$ cat src/hcm_pkg.sv
// Package of constants and types for the hub configuration-mode control block
package hcm_pkg;

    ////////////////////////////////////////////////////////////////////////////
    // Register map
    localparam logic [7:0] CSC_OFFSET      = 8'hf8;  // Status and command register
    localparam logic [7:0] CSC_RESET_VALUE = 8'h00;  // Value after global reset
    localparam int         CSC_CFG_BIT     = 0;      // Configuration-in-progress flag
    localparam int         CSC_RST_BIT     = 1;      // Interface reset request
    localparam int         CSC_UNUSED_LSB  = 2;      // Low end of unused bits
    localparam int         CSC_UNUSED_MSB  = 7;      // High end of unused bits

    ////////////////////////////////////////////////////////////////////////////
    // Timing constants
    localparam int RELOAD_CYCLES = 4;   // Cycles the register reload takes
    localparam int SETTLE_CYCLES = 8;   // Cycles before straps are captured

    ////////////////////////////////////////////////////////////////////////////
    // Sizes
    localparam int NUM_PORTS = 4;       // Downstream ports

    // Control sequencer states, one-hot
    typedef enum logic [3:0] {
        ST_SAMPLE = 4'b0001,            // Waiting for straps to be captured
        ST_CONFIG = 4'b0010,            // Configuration in progress
        ST_RUN    = 4'b0100,            // Configuration finished
        ST_RELOAD = 4'b1000             // Reloading configuration registers
    } hcm_state_type;

endpackage : hcm_pkg

$ cat src/hcm_strap_if.sv
// Interface carrying captured strap levels between the strap sampler and the control
interface hcm_strap_if;
    logic       captured;               // Straps have been captured
    logic       pol_high;               // Power enables active high
    logic       i2c_mode;               // Strap selects I2C mode
    logic       individual_power;       // Per-port power control
    logic [3:0] charge_en;              // Per-port battery charging enable

    modport producer (output captured, pol_high, i2c_mode, individual_power, charge_en);
    modport consumer (input  captured, pol_high, i2c_mode, individual_power, charge_en);
endinterface : hcm_strap_if

$ cat src/hcm_config_control.sv
// Configuration-mode control: status/command register, reload and port power
//
// Operation
// - Bits seven to two read zero
// - Reset bit reloads configuration register defaults
// - Reset only in SMBus; sets config flag
// - Hardware clears reset bit; zero ignored
// - Config flag set on mode entry
// - Upstream connect held off while flag set
// - I2C exit clears config flag
// - Flag cleared by one in SMBus mode only; zero ignored
// - Unconnected polarity strap gives active high
// - Unconnected select strap gives I2C mode
// - Both straps low gives individual power
// - Pulled-up charge strap enables charging
module hcm_config_control
    import hcm_pkg::*;
(
    // Clock, reset and enable
    input  wire logic                          clk,
    input  wire logic                          reset,
    input  wire logic                          ce,
    // Strap pins
    input  wire logic                          power_enable_polarity_strap,
    input  wire logic                          interface_select_strap,
    input  wire logic                          ganged_power_strap,
    input  wire logic                          power_management_strap,
    input  wire logic [hcm_pkg::NUM_PORTS-1:0] charge_enable_strap,
    // Register port from the serial target
    input  wire logic [7:0]                    reg_addr,
    input  wire logic                          reg_wr,
    input  wire logic [7:0]                    reg_wdata,
    input  wire logic                          reg_rd,
    output logic      [7:0]                    reg_rdata,
    output logic                               reg_rvalid,
    // I2C mode status from the configuration master
    input  wire logic                          i2c_mode_exit,
    // Hub core port power requests
    input  wire logic [hcm_pkg::NUM_PORTS-1:0] port_power_request,
    // Outputs to the hub
    output logic                               config_reload,
    output logic                               upstream_connect_allow,
    output logic                               smbus_mode,
    output logic                               individual_power_mode,
    output logic [hcm_pkg::NUM_PORTS-1:0]      port_power_enable,
    output logic [hcm_pkg::NUM_PORTS-1:0]      port_charge_enable
);
    import hcm_pkg::*;

    ////////////////////////////////////////////////////////////////////////////
    // Declarations
    hcm_strap_if   straps ();                   // Captured strap levels
    hcm_state_type state_r;                     // Sequencer state
    hcm_state_type state_nxt;                   // Next sequencer state
    logic          cfg_r;                       // Configuration-in-progress flag
    logic          cfg_nxt;                     // Next flag value
    logic          rst_req_r;                   // Interface reset request bit
    logic          rst_req_nxt;                 // Next request value
    logic [2:0]    reload_cnt_r;                // Reload progress counter
    logic          csc_hit;                     // Access targets our register
    logic          wr_cfg_clear;                // Host writes one to flag
    logic          wr_rst_set;                  // Accepted reset request
    logic          reload_last;                 // Final reload cycle
    logic          any_power;                   // Any port wants power

    ////////////////////////////////////////////////////////////////////////////
    // Strap sampler
    hcm_strap_sampler u_straps (
        .clk                         (clk),
        .reset                       (reset),
        .ce                          (ce),
        .power_enable_polarity_strap (power_enable_polarity_strap),
        .interface_select_strap      (interface_select_strap),
        .ganged_power_strap          (ganged_power_strap),
        .power_management_strap      (power_management_strap),
        .charge_enable_strap         (charge_enable_strap),
        .straps                      (straps)
    );

    ////////////////////////////////////////////////////////////////////////////
    // Write decode
    always_comb begin
        csc_hit      = 1'b0;
        wr_cfg_clear = 1'b0;
        wr_rst_set   = 1'b0;
        if (reg_addr == CSC_OFFSET) begin
            csc_hit = 1'b1;
        end
        wr_cfg_clear = csc_hit && reg_wr && reg_wdata[CSC_CFG_BIT];
        wr_rst_set   = csc_hit && reg_wr && reg_wdata[CSC_RST_BIT]
                       && !straps.i2c_mode
                       && (state_r == ST_CONFIG || state_r == ST_RUN);
    end

    // Last reload cycle
    assign reload_last = (reload_cnt_r == 3'(RELOAD_CYCLES - 1));

    ////////////////////////////////////////////////////////////////////////////
    // Sequencer next state
    always_comb begin
        state_nxt = state_r;
        case (state_r)
            ST_SAMPLE: begin
                // Mode entered once straps are known
                if (straps.captured) begin
                    state_nxt = ST_CONFIG;
                end
            end
            ST_CONFIG: begin
                if (wr_rst_set) begin
                    state_nxt = ST_RELOAD;
                end else if (straps.i2c_mode && i2c_mode_exit) begin
                    state_nxt = ST_RUN;
                end else if (!straps.i2c_mode && wr_cfg_clear) begin
                    state_nxt = ST_RUN;
                end
            end
            ST_RUN: begin
                // Only the interface reset returns to configuration
                if (wr_rst_set) begin
                    state_nxt = ST_RELOAD;
                end
            end
            ST_RELOAD: begin
                if (reload_last) begin
                    state_nxt = ST_CONFIG;
                end
            end
            default: begin
                state_nxt = ST_SAMPLE;
            end
        endcase
    end

    // Sequencer state register
    always_ff @(posedge clk) begin
        if (reset) begin
            state_r <= ST_SAMPLE;
        end else if (ce) begin
            state_r <= state_nxt;
        end
    end

    ////////////////////////////////////////////////////////////////////////////
    // Configuration-in-progress flag
    always_comb begin
        cfg_nxt = cfg_r;
        if (state_r == ST_CONFIG && straps.i2c_mode && i2c_mode_exit) begin
            cfg_nxt = 1'b0;
        end else if (state_r == ST_CONFIG && wr_cfg_clear && !straps.i2c_mode) begin
            cfg_nxt = 1'b0;
        end
        // Sets below win over any clear in the same cycle
        if (state_r == ST_SAMPLE && straps.captured) begin
            cfg_nxt = 1'b1;
        end
        if (wr_rst_set || state_r == ST_RELOAD) begin
            cfg_nxt = 1'b1;
        end
    end

    // Flag register
    always_ff @(posedge clk) begin
        if (reset) begin
            cfg_r <= CSC_RESET_VALUE[CSC_CFG_BIT];
        end else if (ce) begin
            cfg_r <= cfg_nxt;
        end
    end

    ////////////////////////////////////////////////////////////////////////////
    // Interface reset request bit
    always_comb begin
        rst_req_nxt = rst_req_r;
        if (state_r == ST_RELOAD && reload_last) begin
            rst_req_nxt = 1'b0;
        end
        if (wr_rst_set) begin
            rst_req_nxt = 1'b1;
        end
    end

    // Request register
    always_ff @(posedge clk) begin
        if (reset) begin
            rst_req_r <= CSC_RESET_VALUE[CSC_RST_BIT];
        end else if (ce) begin
            rst_req_r <= rst_req_nxt;
        end
    end

    ////////////////////////////////////////////////////////////////////////////
    // Reload counter and reload strobe to the other configuration registers
    always_ff @(posedge clk) begin
        if (reset) begin
            reload_cnt_r  <= 3'h0;
            config_reload <= 1'b0;
        end else if (ce) begin
            config_reload <= wr_rst_set;
            if (state_r == ST_RELOAD) begin
                reload_cnt_r <= reload_cnt_r + 3'h1;
            end else begin
                reload_cnt_r <= 3'h0;
            end
        end
    end

    ////////////////////////////////////////////////////////////////////////////
    // Register read port, one cycle latency
    always_ff @(posedge clk) begin
        if (reset) begin
            reg_rdata  <= CSC_RESET_VALUE;
            reg_rvalid <= 1'b0;
        end else if (ce) begin
            reg_rvalid <= reg_rd;
            if (reg_rd && csc_hit) begin
                reg_rdata <= {6'h00, rst_req_r, cfg_r};
            end else if (reg_rd) begin
                // Other offsets belong to other registers
                reg_rdata <= 8'h00;
            end
        end
    end

    ////////////////////////////////////////////////////////////////////////////
    // Mode and connect outputs
    always_ff @(posedge clk) begin
        if (reset) begin
            upstream_connect_allow <= 1'b0;
            smbus_mode             <= 1'b0;
            individual_power_mode  <= 1'b0;
            port_charge_enable     <= '0;
        end else if (ce) begin
            upstream_connect_allow <= straps.captured && !cfg_nxt;
            smbus_mode             <= straps.captured && !straps.i2c_mode;
            individual_power_mode  <= straps.individual_power;
            port_charge_enable     <= straps.charge_en;
        end
    end

    ////////////////////////////////////////////////////////////////////////////
    // Port power enables with ganging and polarity
    assign any_power = |port_power_request;

    always_ff @(posedge clk) begin
        if (reset) begin
            port_power_enable <= '0;
        end else if (ce) begin
            if (!straps.captured) begin
                // All zero until the straps are captured, whatever the polarity
                port_power_enable <= '0;
            end else if (straps.individual_power) begin
                port_power_enable <= straps.pol_high ? port_power_request
                                                     : ~port_power_request;
            end else begin
                port_power_enable <= straps.pol_high ? {NUM_PORTS{any_power}}
                                                     : {NUM_PORTS{!any_power}};
            end
        end
    end

endmodule : hcm_config_control

$ cat src/hcm_strap_sampler.sv
// Strap synchroniser and capture after reset release
module hcm_strap_sampler
    import hcm_pkg::*;
(
    // Clock and reset
    input  wire logic                 clk,
    input  wire logic                 reset,
    input  wire logic                 ce,
    // Raw strap pins
    input  wire logic                 power_enable_polarity_strap,
    input  wire logic                 interface_select_strap,
    input  wire logic                 ganged_power_strap,
    input  wire logic                 power_management_strap,
    input  wire logic [NUM_PORTS-1:0] charge_enable_strap,
    // Captured levels
    hcm_strap_if.producer             straps
);
    import hcm_pkg::*;

    localparam int W = NUM_PORTS + 4;   // Strap bits in total

    logic [W-1:0] sync1_r;              // First synchroniser stage
    logic [W-1:0] sync2_r;              // Second synchroniser stage
    logic [3:0]   settle_r;             // Settling counter

    ////////////////////////////////////////////////////////////////////////////
    // Two-flop synchroniser, no reset needed on data
    always_ff @(posedge clk) begin
        if (ce) begin
            sync1_r <= {charge_enable_strap, power_management_strap,
                        ganged_power_strap, interface_select_strap,
                        power_enable_polarity_strap};
            sync2_r <= sync1_r;
        end
    end

    // Settle count, then capture once after reset release
    always_ff @(posedge clk) begin
        if (reset) begin
            settle_r         <= 4'h0;
            straps.captured  <= 1'b0;
            straps.pol_high  <= 1'b1;
            straps.i2c_mode  <= 1'b1;
            straps.individual_power <= 1'b0;
            straps.charge_en <= '0;
        end else if (ce && !straps.captured) begin
            if (settle_r == 4'(SETTLE_CYCLES - 1)) begin
                straps.captured <= 1'b1;
                straps.pol_high <= sync2_r[0];
                straps.i2c_mode <= sync2_r[1];
                straps.individual_power <= !sync2_r[2] && !sync2_r[3];
                straps.charge_en <= sync2_r[W-1:4];
            end else begin
                settle_r <= settle_r + 4'h1;
            end
        end
    end

endmodule : hcm_strap_sampler
$ cat config.mk
export PLATFORM = sky130hd
export DESIGN_NAME = hcm_config_control
export DESIGN_NICKNAME = d
export VERILOG_FILES = /design/src/hcm_pkg.sv /design/src/hcm_strap_if.sv /design/src/hcm_config_control.sv /design/src/hcm_strap_sampler.sv
export SDC_FILE = /design/constraint.sdc
export NUM_CORES = 1
export LEC_CHECK = 0
export ABC_CLOCK_PERIOD_IN_PS = 1500
export BUFFER_PORTS_ARGS = -buffer_cell sky130_fd_sc_hd__buf_2
export CAP_MARGIN = 25
export CORE_MARGIN = 4
export CORE_UTILIZATION = 33
export CTS_CLUSTER_DIAMETER = 30
export DETAILED_ROUTE_END_ITERATION = 8
export PLACE_DENSITY = 0.52
export RECOVER_POWER = 50
export SLEW_MARGIN = 20
export SYNTH_ARGS = -nofsm -noshare
export SYNTH_HDL_FRONTEND = slang
export SYNTH_HIERARCHICAL = 1
export SYNTH_SLANG_ARGS = --single-unit
$ cat constraint.sdc
create_clock -name clk -period 1.5 [get_ports clk]
set_input_delay 0.075 -clock clk [delete_from_list [all_inputs] [get_ports clk]]
set_output_delay 0.075 -clock clk [all_outputs]
set_load 0.005 [all_outputs]
==> results of run 1 <==
## flip-flops by register name (all words and copies together), names as in the netlist, 3 cells and up
name                       count
u_straps/sync1_r               8
u_straps/straps.charge_en      4
u_straps/sync2_r               8
state_r                        4
u_straps/settle_r              4
reload_cnt_r                   3
port_charge_enable             4
port_power_enable              4
## layout make-up
class	instances	area [um^2]
flip-flops and latches	52	1206
repair buffers	71	432.9
inverters	6	22.52
clock buffers	5	68.82
well taps	77	96.34
clock inverters	3	18.77
multi-input cells	152	999.7
fillers	635	3650
## kinds of logic after synthesis
logic type                 Yosys count
AOI/OAI and AO/OA                   42
xor gates and xnor gates             7
adders and majority gates            3
buffers and inverters               24
DFF                                 52
muxes                               12
other                                1
and+or+nand+nor                     82
## power groups by stage
stage          clock (uW)  sequential, uW  combinational (uW)
2_1_floorplan           0            1580                 307
3_3_place_gp            0            1590                 479
3_5_place_dp            0            1590                 478
4_1_cts               802            1560                 515
5_1_grt               880            1570                 570
6_report              771            1560                 517
## per-layer routing
layer	vias to the layer above	GRT usage, %	wire, um
li1	902	-	-
met1	772	15.93	2288
met2	42	16.80	2000
met3	5	3.250	251
met4	0	3.769	51
met5	-	0	0
## through the flow
stage	hold WS [ns]	util (%)
after floorplan	0.1478	-
after global placement	0.2513	40.57
after detailed placement	0.2531	40.57
after CTS	0.05713	43.38
after global routing	0.05245	43.81
final	0.06776	43.81
## cell usage in the layout, fill, tap and decap left out, types with 3 or more instances in the layout
cell,n
conb_1,6
clkbuf_8,5
nand4_1,3
clkbuf_1,4
nand4b_1,4
xor2_1,7
nand2b_1,8
a21oi_1,9
inv_1,6
buf_4,17
edfxtp_1,16
nand2_1,19
dfxtp_1,32
a22oi_1,6
o21ai_1,8
dfxtp_2,4
nor2_1,21
mux2i_1,10
nor2b_1,5
o21ai_0,3
a31oi_1,3
buf_2,41
dlygate4sd3_1,8
## timing repair
item	CTS	global route
resized for setup	7	9
setup buffers	0	1
endpoints found under the setup margin	6	7
cloned	0	0
endpoints found under the hold margin	8	0
pin swaps	2	9
hold buffers	8	0
## worst min-delay path, delay by kind of cell
kind / cells / cell delay, ns
AO/OA/AOI/OAI: 1 / 0.06
AND/OR/NAND/NOR: 1 / 0.08
buffers and inverters: 1 / 0.10
## how the worst min path moves through the flow
| stage | start | endpoint | slack [ns] |
|---|---|---|---|
| 6_report | reg_rd | reg_rdata[1] | 0.07 |
| 3_5_place_dp | charge_enable_strap[0] | u_straps/sync1_r[4] | 0.25 |
| 4_1_cts | reg_rd | reg_rdata[1] | 0.06 |
| 3_3_place_gp | charge_enable_strap[0] | u_straps/sync1_r[4] | 0.25 |
| 5_1_grt | reg_rd | reg_rdata[1] | 0.05 |
| 2_1_floorplan | reset | state_r[2] | 0.15 |
==> metrics.txt, run 1 <==
CP cell instances=ha_4 -> ha_4 -> nor3b_2 -> o21ai_1 -> nand2_1 -> or2_4 -> a21oi_2; row count=29; ranking of synthesized cells by area=dfxtp_1 (32%), edfxtp_1 (21%), mux2i_1 (4.4%), nor2_1 (3.5%), nand2_1 (3.2%); post-placement cell area=2635 um^2; number of enable flip-flop cells after synthesis=16; Die Wd=90.82 um; Starting Density=34.85%; die height=90.82 um; CTS tree=yes; Crit-path slowest cell=dfxtp_2; Worst Hold Depth=3; Yosys Warn Count=6; Clock Sink Count=52; final net count=325; max_cap viols=0; routed vias/inst=4.702; Design Power=2852 uW; Top delay family on crit path=simple AND/OR/NAND/NOR gates; Synth Flop Type=dfxtp_1; min-delay worst type=in2reg; RR Endpoint=state_r[3]; final setup fails=0; core box area=6495 um^2; CP required=1.74 ns; post-synth cell types=47; Placed Instances=349; final hold violations=0; simple-gate share of the synthesized area=19.51%; first-pass GRT wire length=7.659 mm; Die Footprint=8248 um^2; cell taking the most area after synthesis=dfxtp_1; maximum VDD drop=0.4718 mV; count leader, synth=dfxtp_1; Synth Area in Compound Gates=11.77%; gr usage total=11.38%; combinational group share of total power=18.1%; Gate Count Post-Synth=223; ANT cells=0; CP max stage delay=0.37 ns; Least-Margin Pin Slew=0.6774 ns; largest net degree at the start of global routing=22; final weighted congestion in routability-driven placement=0.8417; Async SR Flop Fraction=0%; Worst Setup End Kind=register; r2r worst-path depth=7; mux contribution to synthesized area=5.417%; CP bufs+invs=0; final antenna-violating net count=0; WL final=4.592 mm; critical path type=reg2reg; RSZ-0062 raised after global routing=yes; largest family of logic cells by synthesized area=simple AND/OR/NAND/NOR gates; via count of the first global-routing pass=1,606; layout cells sized above 1=30.10%; fmax=0.6724 GHz; mean post-synth cell area=10.15 um^2; Leak=0.001143 uW; CTS H-Tree Depth=2; I/O Buffers=42; IO Pins=55; fin area=2845 um^2; Int Pwr=2109 uW; Final Cycle Share=99.15%; status=completed; Max Slew Vio Count=0; CP Max Fanout=3; WL/cell=12.55 um; Synth top area share=31.84%; Detail Placement HPWL=3.298 mm; PwrDens=1002 nW/um^2; first-pass iteration count of the detailed router=4; xor and xnor area share after synthesis=2.709%; setup_tns=0 ns; FF-to-FF Start=reload_cnt_r[1]; clk_skew=0.004538 ns; worst slack at placement=-0.1789 ns; crit path DAT=1.72 ns; DR iter-0 viols=56; Yosys reg bits=52; Worst Setup EP=state_r[3]; clock power share=27.0%; Synth Area in Adders=1.658%; switching power=743.4 uW; Most common cell on crit path=ha_4; synth cell count leaders=dfxtp_1 (36), nor2_1 (21), nand2_1 (19); Net Sw Frac=26.07%; Clock Path Buffers=2; Worst-Skew Late Latency=0.30 ns; register share of total power=54.8%; TritonCTS buffer count=5; worst reg2reg setup slack=0.01 ns; Final Critical Period=1.487 ns; Layout area overhead=25.70%; Critical Path Source=reload_cnt_r[1]; critical path depth=7; DRC Markers=0; post-synthesis sequential area ratio=53.07%; initial antenna violation count=0; vias=1,721; final worst slack=0.01272 ns; Slew HR=54.84%; Post-Syn Area=2263 um^2; clock-pin slew of the registers on the worst-case setup and hold paths=0.09 ns; grt ovf=0; Critical Path Source Type=register; clock root cell=clkbuf_8; Finished Layout Cells=366
No activity file was read; power rests on OpenSTA's default activity.
==> inputs of run 2 (changes only) <==
CAP_MARGIN = 30   (was 25)
SETUP_SLACK_MARGIN = 0.4   (was unset)
==> run 2 against run 1 <==
Sequential share of layout area is 2.4 points lower. First-iteration DRC count is 45% higher. Register-to-register slack better by 0.05 ns. Sequential cell count stayed put. Maximum frequency is 3.6% higher. Clock power is 3.5% higher. Combinational power is 12% higher. Global-route usage is 0.55 points higher. Critical path depth stayed put. Core utilization is 3.1 points higher. Wire length is 1.7% higher. Critical path type unchanged.
==> metrics.txt, run 2 (synthesized netlist as in run 1, its figures left out) <==
clock power share=27.0% (about the same); Critical Path Source=reload_cnt_r[0]; I/O Buffers=42 (unchanged); layout cells sized above 1=40.48% (+10 points); largest net degree at the start of global routing=20 (-9.1%); first-pass iteration count of the detailed router=4 (unchanged); final net count=330 (+1.5%); Detail Placement HPWL=3.270 mm (-0.86%); DR iter-0 viols=81 (+45%); clk_skew=0.007746 ns (+0.003208 ns); via count of the first global-routing pass=1,652 (+2.9%); routed vias/inst=4.671 (-0.66%); combinational group share of total power=19.7% (+1.6 points); post-placement cell area=2664 um^2 (+1.1%); max_cap viols=0 (unchanged); Layout area overhead=34.49%; vias=1,733 (+0.70%); gr usage total=11.92% (+0.55 points); fin area=3044 um^2 (+7.0%); Clock Path Buffers=2 (unchanged); Final Cycle Share=95.75% (-3.4 points); Max Slew Vio Count=0 (unchanged); worst reg2reg setup slack=0.06 ns (+0.05 ns); final antenna-violating net count=0 (unchanged); final hold violations=0 (unchanged); Die Wd=90.82 um (unchanged); most common cell after layout, fill and taps aside=buf_2; Net Sw Frac=26.60% (+0.54 points); critical hold path startpoint=reg_rd; Critical Path Source Type=register; maximum VDD drop=0.4639 mV (-1.7%); Placed Instances=345 (-1.1%); Die Footprint=8248 um^2 (unchanged); fmax=0.6963 GHz (+3.6%); switching power=784.5 uW (+5.5%); final setup fails=0 (unchanged); Leak=0.001212 uW (+6.0%); CP Max Fanout=4 (+1); setup_tns=0 ns (unchanged); biggest regs=u_straps/sync1_r: 8 flops, u_straps/sync2_r: 8 flops; PwrDens=968.7 nW/um^2 (-3.4%); RSZ-0062 raised after global routing=yes; most frequent cells in the layout=buf_2 (42), dfxtp_1 (26), nor2_1 (20); Clock Sink Count=52 (unchanged); ANT cells=0 (unchanged); CTS tree=yes; crit path DAT=1.67 ns (-0.05 ns); register share of total power=53.3% (-1.5 points); final weighted congestion in routability-driven placement=0.8239 (-2.1%); CTS H-Tree Depth=2 (unchanged); TritonCTS buffer count=5 (unchanged); Final Critical Period=1.436 ns (-0.05110 ns); min-delay worst type=in2reg; status=completed; WL/cell=12.59 um (+0.33%); FF-to-FF Start=reload_cnt_r[0]; clock root cell=clkbuf_8; Int Pwr=2164 uW (+2.7%); Worst-Skew Late Latency=0.31 ns (about the same); initial antenna violation count=0 (unchanged); Worst Setup End Kind=register; first-pass GRT wire length=7.983 mm (+4.2%); WL final=4.670 mm (+1.7%); Finished Layout Cells=371 (+1.4%); DRC Markers=0 (unchanged); grt ovf=0 (unchanged); critical path type=reg2reg; CP required=1.74 ns (about the same); clock-pin slew of the registers on the worst-case setup and hold paths=0.09 ns (about the same); IO Pins=55 (unchanged); row count=29 (unchanged); Starting Density=34.85% (unchanged); core box area=6495 um^2 (unchanged); die height=90.82 um (unchanged)
-- run 2: cell types whose count changed in the layout (fill, tap and decap cells not counted), sizes merged --
cell,before,now
clkbuf,10,9
clkinv,1,0
buf,58,64
inv,6,7
-- run 2: timing repair --
action                                 4_1_cts  5_1_grt
endpoints found under the hold margin        8        0
pin swaps                                   12        4
setup endpoints to repair                   28       28
setup buffers                                8        2
hold buffers                                 8        0
resized for setup                           16       21
-- run 2: worst paths after layout --
path              cells past startpoint                   to
setup reg to reg                      7           state_r[0]
hold reg to reg                       0  u_straps/sync2_r[1]
setup / recovery                      7           state_r[0]
hold / removal                        3         reg_rdata[1]
-- run 2: per-stage QoR --
step	hold slack, ns	power [uW]	setup slack [ns]	utilization [%]
2_1_floorplan	0.1478	1957	-0.01205	-
3_3_place_gp	0.2514	2114	-0.1464	41.01
3_5_place_dp	0.2531	2111	-0.1536	41.01
4_1_cts	0.05226	2947	0.04614	45.62
5_1_grt	0.06773	3133	-0.03574	46.87
6_report	0.05715	2949	0.06382	46.87
-- run 2: critical path, cell delays in order (launching register included) --
cell and delay (ns):
dfxtp_2 0.34, ha_4 0.16, ha_4 0.17, nor3b_4 0.17, o21ai_2 0.08, and2_4 0.16
and4b_1 0.18, o21ai_1 0.11
-- run 2: cell type report --
type                    instances  area (um^2)
inverters                       6        22.52
repair buffers                 76        498.0
multi-input cells             152         1119
flip-flops and latches         52         1219
clock buffers                   5        68.82
fillers                       608         3451
clock inverters                 3        21.27
well taps                      77        96.34
-- run 2: per-layer routing --
metal / wire (um) / track usage, % / vias up
met2: 2050 / 18.16 / 40
met4: 65 / 4.146 / 0
li1: - / - / 915
met3: 235 / 3.583 / 6
met1: 2320 / 16.04 / 772
met5: 0 / 0 / -
-- run 2: power groups by stage --
stage | Clock [uW] | Sequential, uW | Combinational, uW
global placement | 0 | 1600 | 510
CTS | 834 | 1570 | 544
floorplan | 0 | 1590 | 368
detailed placement | 0 | 1600 | 508
finish | 798 | 1570 | 580
global route | 905 | 1580 | 647
==> inputs of run 3 (changes only) <==
SYNTH_HIERARCHICAL = unset   (was 1)
==> run 3 against run 2 <==
The run now ends with negative setup slack left. Final cell count is 3.0% lower. Largest cell class unchanged. Register-to-register slack worse by 0.09 ns. Combinational power is 4.8% lower. Sequential share of layout area is 1.8 points higher. Sequential power hardly changed. Via count hardly changed. Synthesized cell count is 3.6% lower. Sequential cell count stayed put. Cell area is 4.2% lower. Clock power is 22% higher. Global-route usage is 0.65 points higher. Highest routed layer unchanged.
==> metrics.txt, run 3 <==
min-delay worst type=in2reg; core box area=6386 um^2 (-1.7%); Synth Area in Compound Gates=12.10% (+0.32 points); clock root cell=clkbuf_8; post-synth cell types=42 (-11%); final hold violations=0 (unchanged); CP required=1.71 ns (-0.03 ns); DR iter-0 viols=59 (-27%); most common cell after layout, fill and taps aside=buf_2; Top delay family on crit path=compound AO/OA/AOI/OAI gates; FF-to-FF Start=u_straps.straps.i2c_mode; first-pass GRT wire length=7.866 mm (-1.5%); I/O Buffers=42 (unchanged); xor and xnor area share after synthesis=3.211% (+0.50 points); CTS tree=yes; CTS H-Tree Depth=2 (unchanged); switching power=815.1 uW (+3.9%); crit path DAT=1.73 ns (+0.06 ns); WL final=4.739 mm (+1.5%); grt ovf=0 (unchanged); WL/cell=13.16 um (+4.6%); Leak=0.001166 uW (-3.8%); most frequent cells in the layout=buf_2 (41), nor2_1 (29), dfxtp_1 (25); ranking of synthesized cells by area=dfxtp_1 (33%), edfxtp_1 (22%), mux2i_1 (6.9%), nor2_1 (5.2%), a21oi_1 (4.1%); layout cells sized above 1=36.40% (-4.1 points); Final Cycle Share=101.9% (+6.1 points); Worst Setup End Kind=register; Slew HR=22.68%; IO Pins=55 (unchanged); simple-gate share of the synthesized area=15.54% (-4.0 points); Gate Count Post-Synth=215 (-3.6%); synth cell count leaders=dfxtp_1 (36), nor2_1 (30), nand2_1 (19); Yosys reg bits=52 (unchanged); vias=1,734 (+0.058%); ANT cells=0 (unchanged); Critical Path Source=u_straps.straps.i2c_mode; CP bufs+invs=0 (unchanged); Placed Instances=336 (-2.6%); Synth top area share=33.03% (+1.2 points); final net count=319 (-3.3%); Async SR Flop Fraction=0% (unchanged); Post-Syn Area=2182 um^2 (-3.6%); RSZ-0062 raised after global routing=yes; critical hold path startpoint=reg_rd; PwrDens=1072 nW/um^2 (+11%); Clock Path Buffers=2 (unchanged); max_cap viols=0 (unchanged); mean post-synth cell area=10.15 um^2 (about the same); fmax=0.6546 GHz (-6.0%); Detail Placement HPWL=3.178 mm (-2.8%); final setup fails=1 (+1); Synth Area in Adders=1.720% (+0.062 points); combinational group share of total power=17.7% (-2.0 points); Critical Path Source Type=register; CP cell instances=nor4_4 -> a21oi_2 -> o311a_1 -> a41o_1; maximum VDD drop=0.6143 mV (+32%); worst reg2reg setup slack=-0.03 ns (-0.09 ns); clk_skew=0.008371 ns (+0.0006249 ns); Crit-path slowest cell=nor4_4; CP max stage delay=0.37 ns (+0.03 ns); Yosys Warn Count=0 (-6); first-pass iteration count of the detailed router=4 (unchanged); Least-Margin Pin Slew=1.160 ns; final worst slack=-0.02777 ns (-0.09159 ns); Starting Density=34.17% (-0.68 points); post-synthesis sequential area ratio=55.05% (+2.0 points); Filler Cell Count=648 (+6.6%); status=finished, violations left; count leader, synth=dfxtp_1; final antenna-violating net count=0 (unchanged); final weighted congestion in routability-driven placement=0.8016 (-2.7%); gr usage total=12.57% (+0.65 points); routed vias/inst=4.817 (+3.1%); initial antenna violation count=0 (unchanged); via count of the first global-routing pass=1,745 (+5.6%); failing checks=negative setup slack; Max Slew Vio Count=0 (unchanged); Die Wd=89.32 um (-1.7%); largest family of logic cells by synthesized area=simple AND/OR/NAND/NOR gates; Final Critical Period=1.528 ns (+0.09159 ns); Int Pwr=2311 uW (+6.8%); biggest regs=u_straps.sync1_r: 8 flops, u_straps.sync2_r: 8 flops; Clock Sink Count=52 (unchanged); Net Sw Frac=26.08% (-0.53 points); Die Footprint=7977 um^2 (-3.3%); TritonCTS buffer count=5 (unchanged); mux contribution to synthesized area=6.881% (+1.5 points); Finished Layout Cells=360 (-3.0%); Synth Flop Type=dfxtp_1; die height=89.32 um (-1.7%); number of enable flip-flop cells after synthesis=16 (unchanged); final core occ=45.67% (-1.2 points); worst slack at placement=-0.2655 ns (-0.1119 ns); clock power share=31.2% (+4.2 points); Design Power=3126 uW (+6.0%); DRC Markers=0 (unchanged); row count=29 (unchanged); Layout area overhead=33.66%; CP Max Fanout=3 (-1); critical path type=reg2reg; register share of total power=51.1% (-2.2 points); Worst-Skew Late Latency=0.30 ns (about the same); clock-pin slew of the registers on the worst-case setup and hold paths=0.10 ns (about the same); largest net degree at the start of global routing=23 (+15%); cell taking the most area after synthesis=dfxtp_1
-- run 3: cell types whose count changed after synthesis, sizes merged, moves of 5 or more --
cell / change
xnor2: +6
nor2: +9
nand2b: -8
a22oi: -5
xor2: -5
o21ai: -5
a21oi: +8
mux2i: +5
-- run 3: final timing paths --
path	cells after the start	end
max	4	state_r[1]
min	3	reg_rdata[0]
max reg2reg	4	state_r[1]
min reg2reg	0	u_straps.sync2_r[2]
-- run 3: power by group through the flow --
stage	logic (uW)	registers [uW]	clock network (uW)
4_1_cts	494	1600	1000
3_3_place_gp	406	1620	0
5_1_grt	608	1610	1070
2_1_floorplan	320	1580	0
6_report	552	1600	976
3_5_place_dp	414	1630	0
-- run 3: area by class of cell --
cell class / count / area [um^2] / share of cell area [%]
clock inverters: 2 / 38.79 / 1.330
flip-flops and latches: 52 / 1220 / 41.83
inverters: 8 / 30.03 / 1.030
well taps: 77 / 96.34 / 3.303
multi-input cells: 143 / 1005 / 34.45
clock buffers: 6 / 72.57 / 2.488
repair buffers: 72 / 454.2 / 15.57
-- run 3: cell families after synthesis --
| kind of cell | Yosys count |
|---|---|
| multiplexers | 15 |
| XOR/XNOR | 8 |
| AO/OA/AOI/OAI | 41 |
| AND/OR/NAND/NOR | 70 |
| flip-flops | 52 |
| other | 1 |
| buffers and inverters | 25 |
| adder cells (fa/ha/maj) | 3 |
-- run 3: repair_timing --
item,CTS,global route
endpoints found under the setup margin,26,27
hold endpoints to repair,8,0
resized for setup,24,13
pin swaps,13,10
buffers inserted,5,3
hold buffers,8,0
-- run 3: metal layers --
metal | track usage, % | wire (um) | vias to the layer above
met4 | 4.060 | 42 | 0
met2 | 20.96 | 2201 | 44
met1 | 16.14 | 2230 | 805
met5 | 0 | 0 | -
li1 | - | - | 880
met3 | 2.857 | 265 | 5
-- run 3: through the flow --
step / hold WS, ns / cell area (um^2) / TNS [ns]
2_1_floorplan: 0.1739 / 2226 / -0.1331
3_3_place_gp: 0.2510 / 2542 / -0.8472
3_5_place_dp: 0.2533 / 2542 / -1.135
4_1_cts: 0.07213 / 2874 / -0.02286
5_1_grt: 0.1015 / 2917 / -0.3643
6_report: 0.07773 / 2917 / -0.02777
-- run 3: worst min-delay path, stage by stage --
cell     delay (ns)
buf_2          0.11
nand4_1        0.09
a21oi_1        0.06
